[config.mk]
export PLATFORM = sky130hd
export DESIGN_NAME = pvfm_top
export DESIGN_NICKNAME = d
export VERILOG_FILES = /design/src/verilog/pvfm_pkg.sv /design/src/verilog/pvfm_dither_timer.sv /design/src/verilog/pvfm_top.sv
export SDC_FILE = /design/constraint.sdc
export NUM_CORES = 1
export LEC_CHECK = 0
export ABC_AREA = 1
export BUFFER_PORTS_ARGS = -buffer_cell sky130_fd_sc_hd__buf_2
export CAP_MARGIN = 30
export CORE_MARGIN = 4
export CORE_UTILIZATION = 66
export CTS_BUF_LIST = sky130_fd_sc_hd__clkbuf_4
export CTS_CLUSTER_SIZE = 20
export DETAILED_ROUTE_END_ITERATION = 10
export GPL_TIMING_DRIVEN = 0
export PLACE_DENSITY = 0.88
export SLEW_MARGIN = 0
export SYNTH_ARGS = -nofsm -noshare
export SYNTH_HDL_FRONTEND = slang
export SYNTH_SLANG_ARGS = --single-unit
[constraint.sdc]
create_clock -name mclk -period 3.9 [get_ports mclk]
set_clock_uncertainty 0.2 [all_clocks]
set_input_delay 0.585 -clock mclk [delete_from_list [all_inputs] [get_ports mclk]]
set_output_delay 0.585 -clock mclk [all_outputs]
set_load 0.01 [all_outputs]
[src/verilog/pvfm_pkg.sv]
// package of constants and types for the pfc voltage-loop fast mode block
package pvfm_pkg;

    // ==========================================================
    // register addresses
    localparam logic [15:0] ADDR_DITHER = 16'hFE1D;
    localparam logic [15:0] ADDR_SYNC = 16'hFE1E;
    localparam logic [15:0] ADDR_NGAIN = 16'hFE20;
    localparam logic [15:0] ADDR_NZERO = 16'hFE21;
    localparam logic [15:0] ADDR_FGAIN = 16'hFE22;
    localparam logic [15:0] ADDR_FZERO = 16'hFE23;
    localparam logic [15:0] ADDR_FCTL = 16'hFE24;

    // ==========================================================
    // reset values and field layout
    localparam logic [7:0] REG_RESET = 8'h00;
    localparam logic [7:0] DITHER_MASK = 8'h7F;
    localparam int unsigned DITHER_W = 7;
    localparam int unsigned SYNC_LSB = 0;
    localparam int unsigned CTL_LINE_BIT = 7;
    localparam int unsigned CTL_BAND_LSB = 5;
    localparam int unsigned CTL_DELAY_LSB = 2;
    localparam int unsigned CTL_SS_BIT = 1;
    localparam int unsigned CTL_DLY_EN_BIT = 0;
    localparam logic [2:0] DELAY_ZERO = 3'h0;
    localparam logic [2:0] DELAY_ONE = 3'h1;

    // band codes: 0 = 1.5625%, 1 = 3.125%, 2 = 6.25%, 3 = 12.5%
    typedef enum logic [1:0] {
        PVFM_BAND_1P56 = 2'h0,
        PVFM_BAND_3P13 = 2'h1,
        PVFM_BAND_6P25 = 2'h2,
        PVFM_BAND_12P5 = 2'h3
    } pvfm_band_t;

    // ==========================================================
    // timing
    localparam int unsigned CLK_PERIOD_NS = 25;
    localparam int unsigned DITHER_LSB_NS = 40000;
    localparam int unsigned DITHER_LSB_CYCLES = DITHER_LSB_NS / CLK_PERIOD_NS;
    localparam int unsigned PRESCALE_W = 11;
    localparam logic [PRESCALE_W-1:0] PRESCALE_LAST = PRESCALE_W'(DITHER_LSB_CYCLES - 1);

    // ==========================================================
    // carriers
    typedef struct packed {
        logic wr;
        logic rd;
        logic [15:0] addr;
        logic [7:0] wdata;
    } pvfm_reg_req_t;

    typedef struct packed {
        logic [7:0] gain;
        logic [7:0] zero;
    } pvfm_coef_t;

    typedef enum logic [2:0] {
        PVFM_ST_NORMAL = 3'b001,
        PVFM_ST_FAST = 3'b010,
        PVFM_ST_HOLD = 3'b100
    } pvfm_state_t;

endpackage

[src/verilog/pvfm_dither_timer.sv]
// dither update timer: one-cycle tick every period x 40 us
module pvfm_dither_timer (
    input wire logic mclk,
    input wire logic rstn,
    input wire logic [pvfm_pkg::DITHER_W-1:0] period,
    output logic tick
);

    typedef struct packed {
        logic [pvfm_pkg::PRESCALE_W-1:0] pre;
        logic [pvfm_pkg::DITHER_W-1:0] units;
        logic tick;
    } pvfm_dt_state_t;

    pvfm_dt_state_t s_q;
    pvfm_dt_state_t s_d;

    // ==========================================================
    // counting
    always_comb begin
        s_d = s_q;
        s_d.tick = 1'b0;
        // zero period: dithering halted, counters parked
        if (period == '0) begin
            s_d.pre = '0;
            s_d.units = '0;
        end else if (s_q.pre == pvfm_pkg::PRESCALE_LAST) begin
            s_d.pre = '0;
            if (s_q.units >= period - 7'h01) begin
                s_d.units = '0;
                s_d.tick = 1'b1;
            end else begin
                s_d.units = s_q.units + 7'h01;
            end
        end else begin
            s_d.pre = s_q.pre + 11'h001;
        end
    end

    always_ff @(posedge mclk or negedge rstn) begin
        if (!rstn) begin
            s_q <= '0;
        end else begin
            s_q <= s_d;
        end
    end

    assign tick = s_q.tick;

endmodule

[src/verilog/pvfm_top.sv]
// voltage-loop coefficient registers and normal/fast filter selection
module pvfm_top (
    input wire logic mclk,
    input wire logic rstn,
    input pvfm_pkg::pvfm_reg_req_t reg_req,
    output logic [7:0] reg_rdata,
    output logic reg_rvalid,
    input wire logic overshoot_flag,
    input wire logic band_error_flag,
    input wire logic soft_start,
    input wire logic half_cycle_tick,
    output pvfm_pkg::pvfm_band_t band_sel,
    output logic fast_mode,
    output pvfm_pkg::pvfm_coef_t vloop_coef,
    output logic dither_tick,
    output logic [2:0] sync_divisor
);

    // ==========================================================
    // local types and state
    typedef struct packed {
        logic [7:0] dither;
        logic [7:0] sync;
        logic [7:0] ngain;
        logic [7:0] nzero;
        logic [7:0] fgain;
        logic [7:0] fzero;
        logic [7:0] fctl;
        pvfm_pkg::pvfm_state_t st;
        logic [2:0] hold_cnt;
        pvfm_pkg::pvfm_coef_t coef;
        logic [7:0] rdata;
        logic rvalid;
    } pvfm_top_state_t;

    pvfm_top_state_t s_q;
    pvfm_top_state_t s_d;

    logic line_trig;
    logic delayed_trig;
    logic [2:0] delay_code;
    logic back_in_band;
    logic any_trig;

    // ==========================================================
    // register read decode
    function automatic logic [7:0] reg_read(input logic [15:0] addr, input pvfm_top_state_t s);
        logic [7:0] v;
        v = 8'h00;
        unique case (addr)
            pvfm_pkg::ADDR_DITHER: v = s.dither & pvfm_pkg::DITHER_MASK;
            pvfm_pkg::ADDR_SYNC: v = s.sync;
            pvfm_pkg::ADDR_NGAIN: v = s.ngain;
            pvfm_pkg::ADDR_NZERO: v = s.nzero;
            pvfm_pkg::ADDR_FGAIN: v = s.fgain;
            pvfm_pkg::ADDR_FZERO: v = s.fzero;
            pvfm_pkg::ADDR_FCTL: v = s.fctl;
            default: v = 8'h00;
        endcase
        return v;
    endfunction

    // ==========================================================
    // register write decode
    // unmapped addresses leave every register as it was
    function automatic pvfm_top_state_t reg_write(input pvfm_top_state_t s, input logic [15:0] addr,
        input logic [7:0] d);
        pvfm_top_state_t n;
        n = s;
        unique case (addr)
            pvfm_pkg::ADDR_DITHER: n.dither = d & pvfm_pkg::DITHER_MASK;
            pvfm_pkg::ADDR_SYNC: n.sync = d;
            pvfm_pkg::ADDR_NGAIN: n.ngain = d;
            pvfm_pkg::ADDR_NZERO: n.nzero = d;
            pvfm_pkg::ADDR_FGAIN: n.fgain = d;
            pvfm_pkg::ADDR_FZERO: n.fzero = d;
            pvfm_pkg::ADDR_FCTL: n.fctl = d;
            default: n = s;
        endcase
        return n;
    endfunction

    // ==========================================================
    // coefficient set selection
    // gain and zero always come from one set, never mixed
    function automatic pvfm_pkg::pvfm_coef_t pick_coef(input logic fast, input pvfm_top_state_t s);
        pvfm_pkg::pvfm_coef_t c;
        if (fast) begin
            c.gain = s.fgain;
            c.zero = s.fzero;
        end else begin
            c.gain = s.ngain;
            c.zero = s.nzero;
        end
        return c;
    endfunction

    // ==========================================================
    // trigger decode
    // overshoot path is gated only by its enable, so it acts at once
    assign line_trig = s_q.fctl[pvfm_pkg::CTL_LINE_BIT] & overshoot_flag;
    // band error path adds no delay beyond the register stage
    assign delayed_trig = s_q.fctl[pvfm_pkg::CTL_DLY_EN_BIT] & band_error_flag;
    assign delay_code = s_q.fctl[pvfm_pkg::CTL_DELAY_LSB +: 3];
    // leaving fast mode needs the error inside the band and no overshoot while the overshoot enable is set
    assign back_in_band = !band_error_flag && !line_trig;
    assign any_trig = line_trig || delayed_trig;

    // ==========================================================
    // next state
    always_comb begin
        s_d = s_q;
        s_d.rvalid = 1'b0;
        if (reg_req.wr) begin
            s_d = reg_write(s_d, reg_req.addr, reg_req.wdata);
        end
        if (reg_req.rd) begin
            s_d.rdata = reg_read(reg_req.addr, s_q);
            s_d.rvalid = 1'b1;
        end

        // soft start overrides the transient machine outright
        if (soft_start) begin
            s_d.hold_cnt = pvfm_pkg::DELAY_ZERO;
            if (s_q.fctl[pvfm_pkg::CTL_SS_BIT]) begin
                s_d.st = pvfm_pkg::PVFM_ST_FAST;
            end else begin
                s_d.st = pvfm_pkg::PVFM_ST_NORMAL;
            end
        end else begin
            unique case (s_q.st)
                pvfm_pkg::PVFM_ST_NORMAL: begin
                    if (any_trig) begin
                        s_d.st = pvfm_pkg::PVFM_ST_FAST;
                    end
                end
                pvfm_pkg::PVFM_ST_FAST: begin
                    // exit only once the error is back inside the band
                    if (back_in_band) begin
                        if (delay_code == pvfm_pkg::DELAY_ZERO) begin
                            s_d.st = pvfm_pkg::PVFM_ST_NORMAL;
                        end else begin
                            // count reloads from the code on every fresh exit
                            s_d.st = pvfm_pkg::PVFM_ST_HOLD;
                            s_d.hold_cnt = delay_code;
                        end
                    end
                end
                pvfm_pkg::PVFM_ST_HOLD: begin
                    // a new trigger cancels the countdown
                    if (any_trig) begin
                        s_d.st = pvfm_pkg::PVFM_ST_FAST;
                    end else if (half_cycle_tick) begin
                        if (s_q.hold_cnt <= pvfm_pkg::DELAY_ONE) begin
                            s_d.st = pvfm_pkg::PVFM_ST_NORMAL;
                            s_d.hold_cnt = pvfm_pkg::DELAY_ZERO;
                        end else begin
                            s_d.hold_cnt = s_q.hold_cnt - 3'h1;
                        end
                    end
                end
                default: s_d.st = pvfm_pkg::PVFM_ST_NORMAL;
            endcase
        end

        // coefficient set follows the mode chosen this cycle
        s_d.coef = pick_coef(s_d.st != pvfm_pkg::PVFM_ST_NORMAL, s_d);
    end

    // ==========================================================
    // state register
    // all registers clear to zero and the state resets to normal, so reset leaves the normal set selected
    always_ff @(posedge mclk or negedge rstn) begin
        if (!rstn) begin
            s_q.dither <= pvfm_pkg::REG_RESET;
            s_q.sync <= pvfm_pkg::REG_RESET;
            s_q.ngain <= pvfm_pkg::REG_RESET;
            s_q.nzero <= pvfm_pkg::REG_RESET;
            s_q.fgain <= pvfm_pkg::REG_RESET;
            s_q.fzero <= pvfm_pkg::REG_RESET;
            s_q.fctl <= pvfm_pkg::REG_RESET;
            s_q.st <= pvfm_pkg::PVFM_ST_NORMAL;
            s_q.hold_cnt <= pvfm_pkg::DELAY_ZERO;
            s_q.coef <= '0;
            s_q.rdata <= 8'h00;
            s_q.rvalid <= 1'b0;
        end else begin
            s_q <= s_d;
        end
    end

    // ==========================================================
    // dither timer
    // zero period parks the timer, so no ticks come out
    pvfm_dither_timer u_dither (
        .mclk(mclk),
        .rstn(rstn),
        .period(s_q.dither[pvfm_pkg::DITHER_W-1:0]),
        .tick(dither_tick)
    );

    // ==========================================================
    // outputs
    assign reg_rdata = s_q.rdata;
    assign reg_rvalid = s_q.rvalid;
    assign band_sel = pvfm_pkg::pvfm_band_t'(s_q.fctl[pvfm_pkg::CTL_BAND_LSB +: 2]);
    // decoded straight from the state register, so it cannot glitch on flag edges
    assign fast_mode = s_q.st != pvfm_pkg::PVFM_ST_NORMAL;
    assign vloop_coef = s_q.coef;
    // divisor n means fsw = fsync / n
    assign sync_divisor = {1'b0, s_q.sync[pvfm_pkg::SYNC_LSB +: 2]} + 3'h1;

endmodule

== Word level (Yosys, flattened, before mapping) ==
Cells that the tools add are included.

* Flip-flop bits (word level): 105
* Bits in latches: 0
* Memory bits (writable): 0
* ROM bits: 0
* Input port bits: 32
* Output and inout bits: 32
* Memories: 0

* Add/sub/neg operators: 5
* $mul: 0
* Divide/modulo/power cells: 0
* Order comparisons: 2
* Equality and inequality tests: 13
* Shifts and indexed selects: 0
* Mux-type cells: 28
* Bitwise operators: 2
* Reduce and logical (&&, ||, !) cells: 10

{| class="wikitable"
|+ Operators by type and width
! kind !! count
|-
| $eq A16 B16 Y1 const B || 7
|-
| $mux W71 || 1
|-
| $pmux W8 S7 || 1
|-
| $mux W8 || 6
|-
| $mux W3 || 7
|-
| $mux W18 || 1
|-
| $mux W6 || 3
|-
| $mux W16 || 1
|-
| $add A11 B1 Y11 const B || 1
|-
| $eq A11 B11 Y1 const B || 1
|-
| $mux W11 || 1
|-
| $mux W9 || 1
|-
| $pmux W3 S3 || 1
|-
| $add A7 B1 Y7 const B || 1
|-
| $ge A7 B7 Y1 || 1
|-
| $logic_not A7 Y1 || 1
|-
| $mux W7 || 1
|-
| $sub A7 B1 Y7 const B || 1
|-
| $ne A3 B1 Y1 const B || 2
|-
| $pmux W3 S2 || 1
|-
| $reduce_and A2 Y1 || 3
|-
| $add A2 B1 Y3 const B || 1
|-
| $eq A3 B1 Y1 const B || 1
|-
| $eq A3 B2 Y1 const B || 1
|-
| other kinds (11) || 14
|}

== Depth between registers and ports, before layout ==
* Depth after elaboration: 10
* Mapped depth: 13

== By module ==
A second synthesis with hierarchy kept.

* Cell total of the unflattened synthesis: 782
* Area total of the unflattened synthesis: 5985.7 µm²

{| class="wikitable"
|+ Modules (own cells, without submodules)
! module !! times used !! cells each !! area an instance (µm²) !! sequential area each (µm²)
|-
| pvfm_top || 1 || 584 || 4591.9 || 2153.3
|-
| pvfm_dither_timer || 1 || 198 || 1393.8 || 475.5
|}

== Least setup slack after synthesis ==
No wires, ideal clock.

* Path kind: register to register
* From: reg s_q[79] (netlist bit)
* To: reg u_dither.s_q[4] (netlist bit)
* Library setup time: 0.078 ns
* Data arrival time: 1.886 ns
* Data required time: 3.622 ns
* Path slack: 1.736 ns
* Cell stages (with the launch flop): 12
* Buffers on the path: 0
* Path through: dfrtp_1 > inv_1 > ha_1 > nand4_1 > xor2_1 > ha_1 > a21oi_1 > o21a_1 > nand2_1 > nor2_1 > nand3b_1 > o21ai_1

* Cells in the longest elaborated chain, start to end: 5
* Elaborated cells on any way between the ends: 7
* Classes of those cells: add/sub: 1; order compare: 1; mux: 3; reduce/logical: 2

{| class="wikitable"
|+ Ends and longest elaborated chain
! item !! RTL line !! text
|-
| from (decl) || pvfm_top.sv:36 || <nowiki>pvfm_top_state_t s_q;</nowiki>
|-
| $sub A7 B1 Y7 || pvfm_dither_timer.sv:29 || <nowiki>if (s_q.units >= period - 7'h01) begin</nowiki>
|-
| $ge A7 B7 Y1 || pvfm_dither_timer.sv:29 ||
|-
| $mux W7 || pvfm_dither_timer.sv:29 ||
|-
| $mux W8 || pvfm_dither_timer.sv:27 || <nowiki>end else if (s_q.pre == pvfm_pkg::PRESCALE_LAST) begin</nowiki>
|-
| $mux W18 || pvfm_dither_timer.sv:24 || <nowiki>if (period == '0) begin</nowiki>
|-
| to (signal assigned) || pvfm_dither_timer.sv:42 || <nowiki>s_q <= '0;</nowiki>
|-
| to (signal assigned) || pvfm_dither_timer.sv:44 || <nowiki>s_q <= s_d;</nowiki>
|-
| to (decl) || pvfm_dither_timer.sv:15 || <nowiki>pvfm_dt_state_t s_q;</nowiki>
|}

Parallel ways exist; a longest one is shown, timed or not. The select of a mux whose other input is x is not followed.
A chain may end at the register's enable or synchronous reset.

== Worst setup path in the final report ==
Ends and elaborated chain as after synthesis.

==> flow_metrics.env <==
export IMPL_num_nets_final=867
export IMPL_period_needed_ns=2.533
export IMPL_max_slew_margin_rel_pct=61.41
export IMPL_synth_edf_count=0
export IMPL_rows=33
export IMPL_pin_count=64
export IMPL_grt_overflow=0
export IMPL_rsz0062_at_grt="no"
export IMPL_drc_errors=0
export IMPL_max_cap_viol_count=0
export IMPL_start_util_pct=69.10
export IMPL_postCtsSetupRepairBufs=0
export IMPL_diodes=0
export IMPL_fin_tns_setup_ns=0
export IMPL_syn_inst=746
export IMPL_synth_warnings=0
export IMPL_mostFrequentLayoutCells="nand2_1, nand3_1, dfrtp_1"
export IMPL_antenna_found_initial=0
export IMPL_worstPathRequired_ns=4.09
export IMPL_chipWidth_um=101.7
export IMPL_fmax_mhz=394.8
export IMPL_grt_max_degree=64
export IMPL_postSynthAreaPerCell_um2=7.764
export IMPL_finalWeightedCongestion=0.9964
export IMPL_criticalPathCategory="flop to flop"
export IMPL_fillers=639
export IMPL_cts_buffers=9
export IMPL_syn2layout_area_growth_pct=10.87
export IMPL_dp_hpwl_mm=10.91
export IMPL_peakVddDrop_mv=0.2782
export IMPL_internal_power_w=0.001334
export IMPL_postSynth_asyncResetShare_pct=100.0
export IMPL_p_switching_w=0.0004648
export IMPL_hold_start="reg_req[24]"
export IMPL_rrSetupSlack_ns=1.37
export IMPL_r2r_end="u_dither.s_q[4]"
export IMPL_cp_start_kind="flop"
export IMPL_port_buffers=63
export IMPL_leakagePower_nw=3.538
export IMPL_worstHoldPathCells=1
export IMPL_synth_seq_cells=105
export IMPL_synth_cell_types=35
export IMPL_crit_path_end_kind="flop"
export IMPL_reg2reg_depth=11
export IMPL_netSwitchingFraction_pct=25.84
export IMPL_cts_tree="done"
export IMPL_hp_class="input port to flop"
export IMPL_timing_final_crit_share_pct=64.94
export IMPL_finalMaxSlewViolations=0
export IMPL_setup_violations_final=0
export IMPL_path_max_fanout=4
export IMPL_htreeDepth=3
export IMPL_core_area_mm2=0.008382
export IMPL_cts_max_path_buffers=2
export IMPL_drt_first_pass_iters=6
export IMPL_clkPwrFrac_pct=32.3
export IMPL_clk_latency_ns=0.46
export IMPL_hold_path_end="reg_rvalid"
export IMPL_p_comb_share_pct=6.7
export IMPL_ant_nets=0
export IMPL_die_h_um=101.7
export IMPL_grt_pass1_wl_mm=23.87
export IMPL_clkSinkCount=105
export IMPL_cts_root_buf="clkbuf_4"
export IMPL_powerDensity_mw_per_mm2=280.2
export IMPL_syn_area_mm2=0.005792
export IMPL_routed_wl_mm=14.21
export IMPL_avgRoutedWirePerCell_um=15.24
export IMPL_grt_usage_pct=29.21
export IMPL_sequentialPowerShare_pct=61.1
export IMPL_drive_gt1_share_pct=18.62
export IMPL_grt_pass1_vias=5221
export IMPL_syn_num_nets=791
export IMPL_fin_util_pct=76.61
export IMPL_rr_startpoint="s_q[79]"
export IMPL_vias_per_cell=5.633
export IMPL_die_area_mm2=0.01034
export IMPL_arrival_ns=2.72
export IMPL_drtIter0Drc=422
export IMPL_finalHoldViolCount=0
export IMPL_yosysSeqAreaShare_pct=45.39
export IMPL_yosys_most_used_dff="dfrtp_1"
export IMPL_vias=5250
export IMPL_clkTransAtPathRegs_ns=0.16
export IMPL_holdWs_ns=0.04425
export IMPL_final_common_cell="nand2_1"
export IMPL_outcome="complete, no violations"
export IMPL_tightest_slew_ns=0.5789
[synthesized netlist by cell type (2+ instances only)]
library cell | n | share of area (%)
dfrtp_1 | 104 | 45
xnor2_1 | 3 | 0.45
buf_4 | 29 | 3.8
nor2_4 | 6 | 1.2
nand2_1 | 239 | 15
ha_1 | 13 | 2.8
a21oi_1 | 7 | 0.60
o21a_1 | 9 | 1.2
nand4_1 | 11 | 1.2
nor3_1 | 10 | 0.86
buf_2 | 8 | 0.69
nand3b_1 | 4 | 0.52
nand2_2 | 3 | 0.32
nand3_1 | 105 | 9.1
buf_6 | 2 | 0.39
clkbuf_1 | 2 | 0.13
nor2_2 | 8 | 0.86
xor2_1 | 9 | 1.4
o21ai_2 | 8 | 1.2
nor2_1 | 52 | 3.4
inv_2 | 3 | 0.19
inv_1 | 70 | 4.5
o21ai_1 | 2 | 0.17
o21ai_0 | 28 | 2.4
[sequential cells by signal, indices dropped and copies added (netlist names)]
| name | count |
|---|---|
| band_sel | 2 |
| delay_code | 3 |
| reg_rdata | 8 |
| reg_rvalid | 1 |
| s_q | 56 |
| u_dither.s_q | 18 |
| u_dither.tick | 1 |
| vloop_coef | 16 |
[critical path: stages, from the launching register on]
cell and delay, ns:
dfrtp_1 0.42, inv_1 0.13, ha_1 0.22, nand4_1 0.19, xor2_1 0.19, ha_1 0.31
a21oi_1 0.14, o21a_1 0.16, nand2_1 0.05, nor2_1 0.25, nand3b_1 0.12, o21ai_1 0.09
[power by group through the flow]
stage | combinational [W] | clock (W) | sequential [W]
2_1_floorplan | 0.0000486 | 0 | 0.00112
3_3_place_gp | 0.000112 | 0 | 0.00112
3_5_place_dp | 0.000119 | 0 | 0.00112
4_1_cts | 0.000120 | 0.000591 | 0.00110
5_1_grt | 0.000134 | 0.000632 | 0.00110
6_report | 0.000120 | 0.000580 | 0.00110
[cell families (layout without fill, tap and decap cells)]
group | count (synthesis) | in the layout | share of synthesized area [%]
AO/OA/AOI/OAI | 55 | 55 | 5.703
XOR/XNOR | 12 | 12 | 1.815
adder cells (fa/ha/maj) | 13 | 13 | 2.808
buffers and inverters | 115 | 196 | 9.764
flip-flops | 105 | 105 | 45.39
AND/OR/NAND/NOR | 446 | 446 | 34.52
[metal layers]
metal,vias up,global-route usage (%),wire [um]
li1,2515,-,-
met1,2506,35.80,5534
met2,200,52.46,7474
met3,29,5.028,900
met4,0,9.100,296
met5,-,0,0
[through the flow]
stage / total power (W) / worst slack (ns) / area (um2) / instances
global placement: 0.001231 / 0.9164 / 6238 / 914
global route: 0.001866 / 1.233 / 6421 / 932
finish: 0.001799 / 1.367 / 6421 / 932
detailed placement: 0.001238 / 1.402 / 6269 / 915
floorplan: 0.001167 / 1.736 / 5792 / 746
CTS: 0.001810 / 1.378 / 6421 / 932
[how the worst max path moves through the flow]
| stage | slack (ns) | from | end | cells after the start |
|---|---|---|---|---|
| after floorplan | 1.74 | s_q[79] | u_dither.s_q[4] | 11 |
| after global placement | 0.92 | rstn | s_q[44] | 1 |
| after detailed placement | 1.40 | s_q[79] | u_dither.s_q[4] | 11 |
| after CTS | 1.38 | s_q[79] | u_dither.s_q[4] | 11 |
| after global routing | 1.23 | s_q[79] | u_dither.s_q[4] | 11 |
| final | 1.37 | s_q[79] | u_dither.s_q[4] | 11 |
[cell type report]
type | count | area, um2 | share of cell area [%]
flip-flops and latches | 105 | 2629 | 40.94
multi-input cells | 526 | 2597 | 40.45
repair buffers | 65 | 355.3 | 5.534
plain buffers | 42 | 291.5 | 4.540
inverters | 73 | 274.0 | 4.267
well taps | 105 | 131.4 | 2.046
clock inverters | 7 | 75.07 | 1.169
clock buffers | 9 | 67.56 | 1.052
[timing repair]
item	CTS	global route
hold buffers	1	0
gates resized for setup	0	0
endpoints found under the hold margin	41	0
endpoints found under the setup margin	0	0
Note: power is estimated with default switching activity, not from simulation.
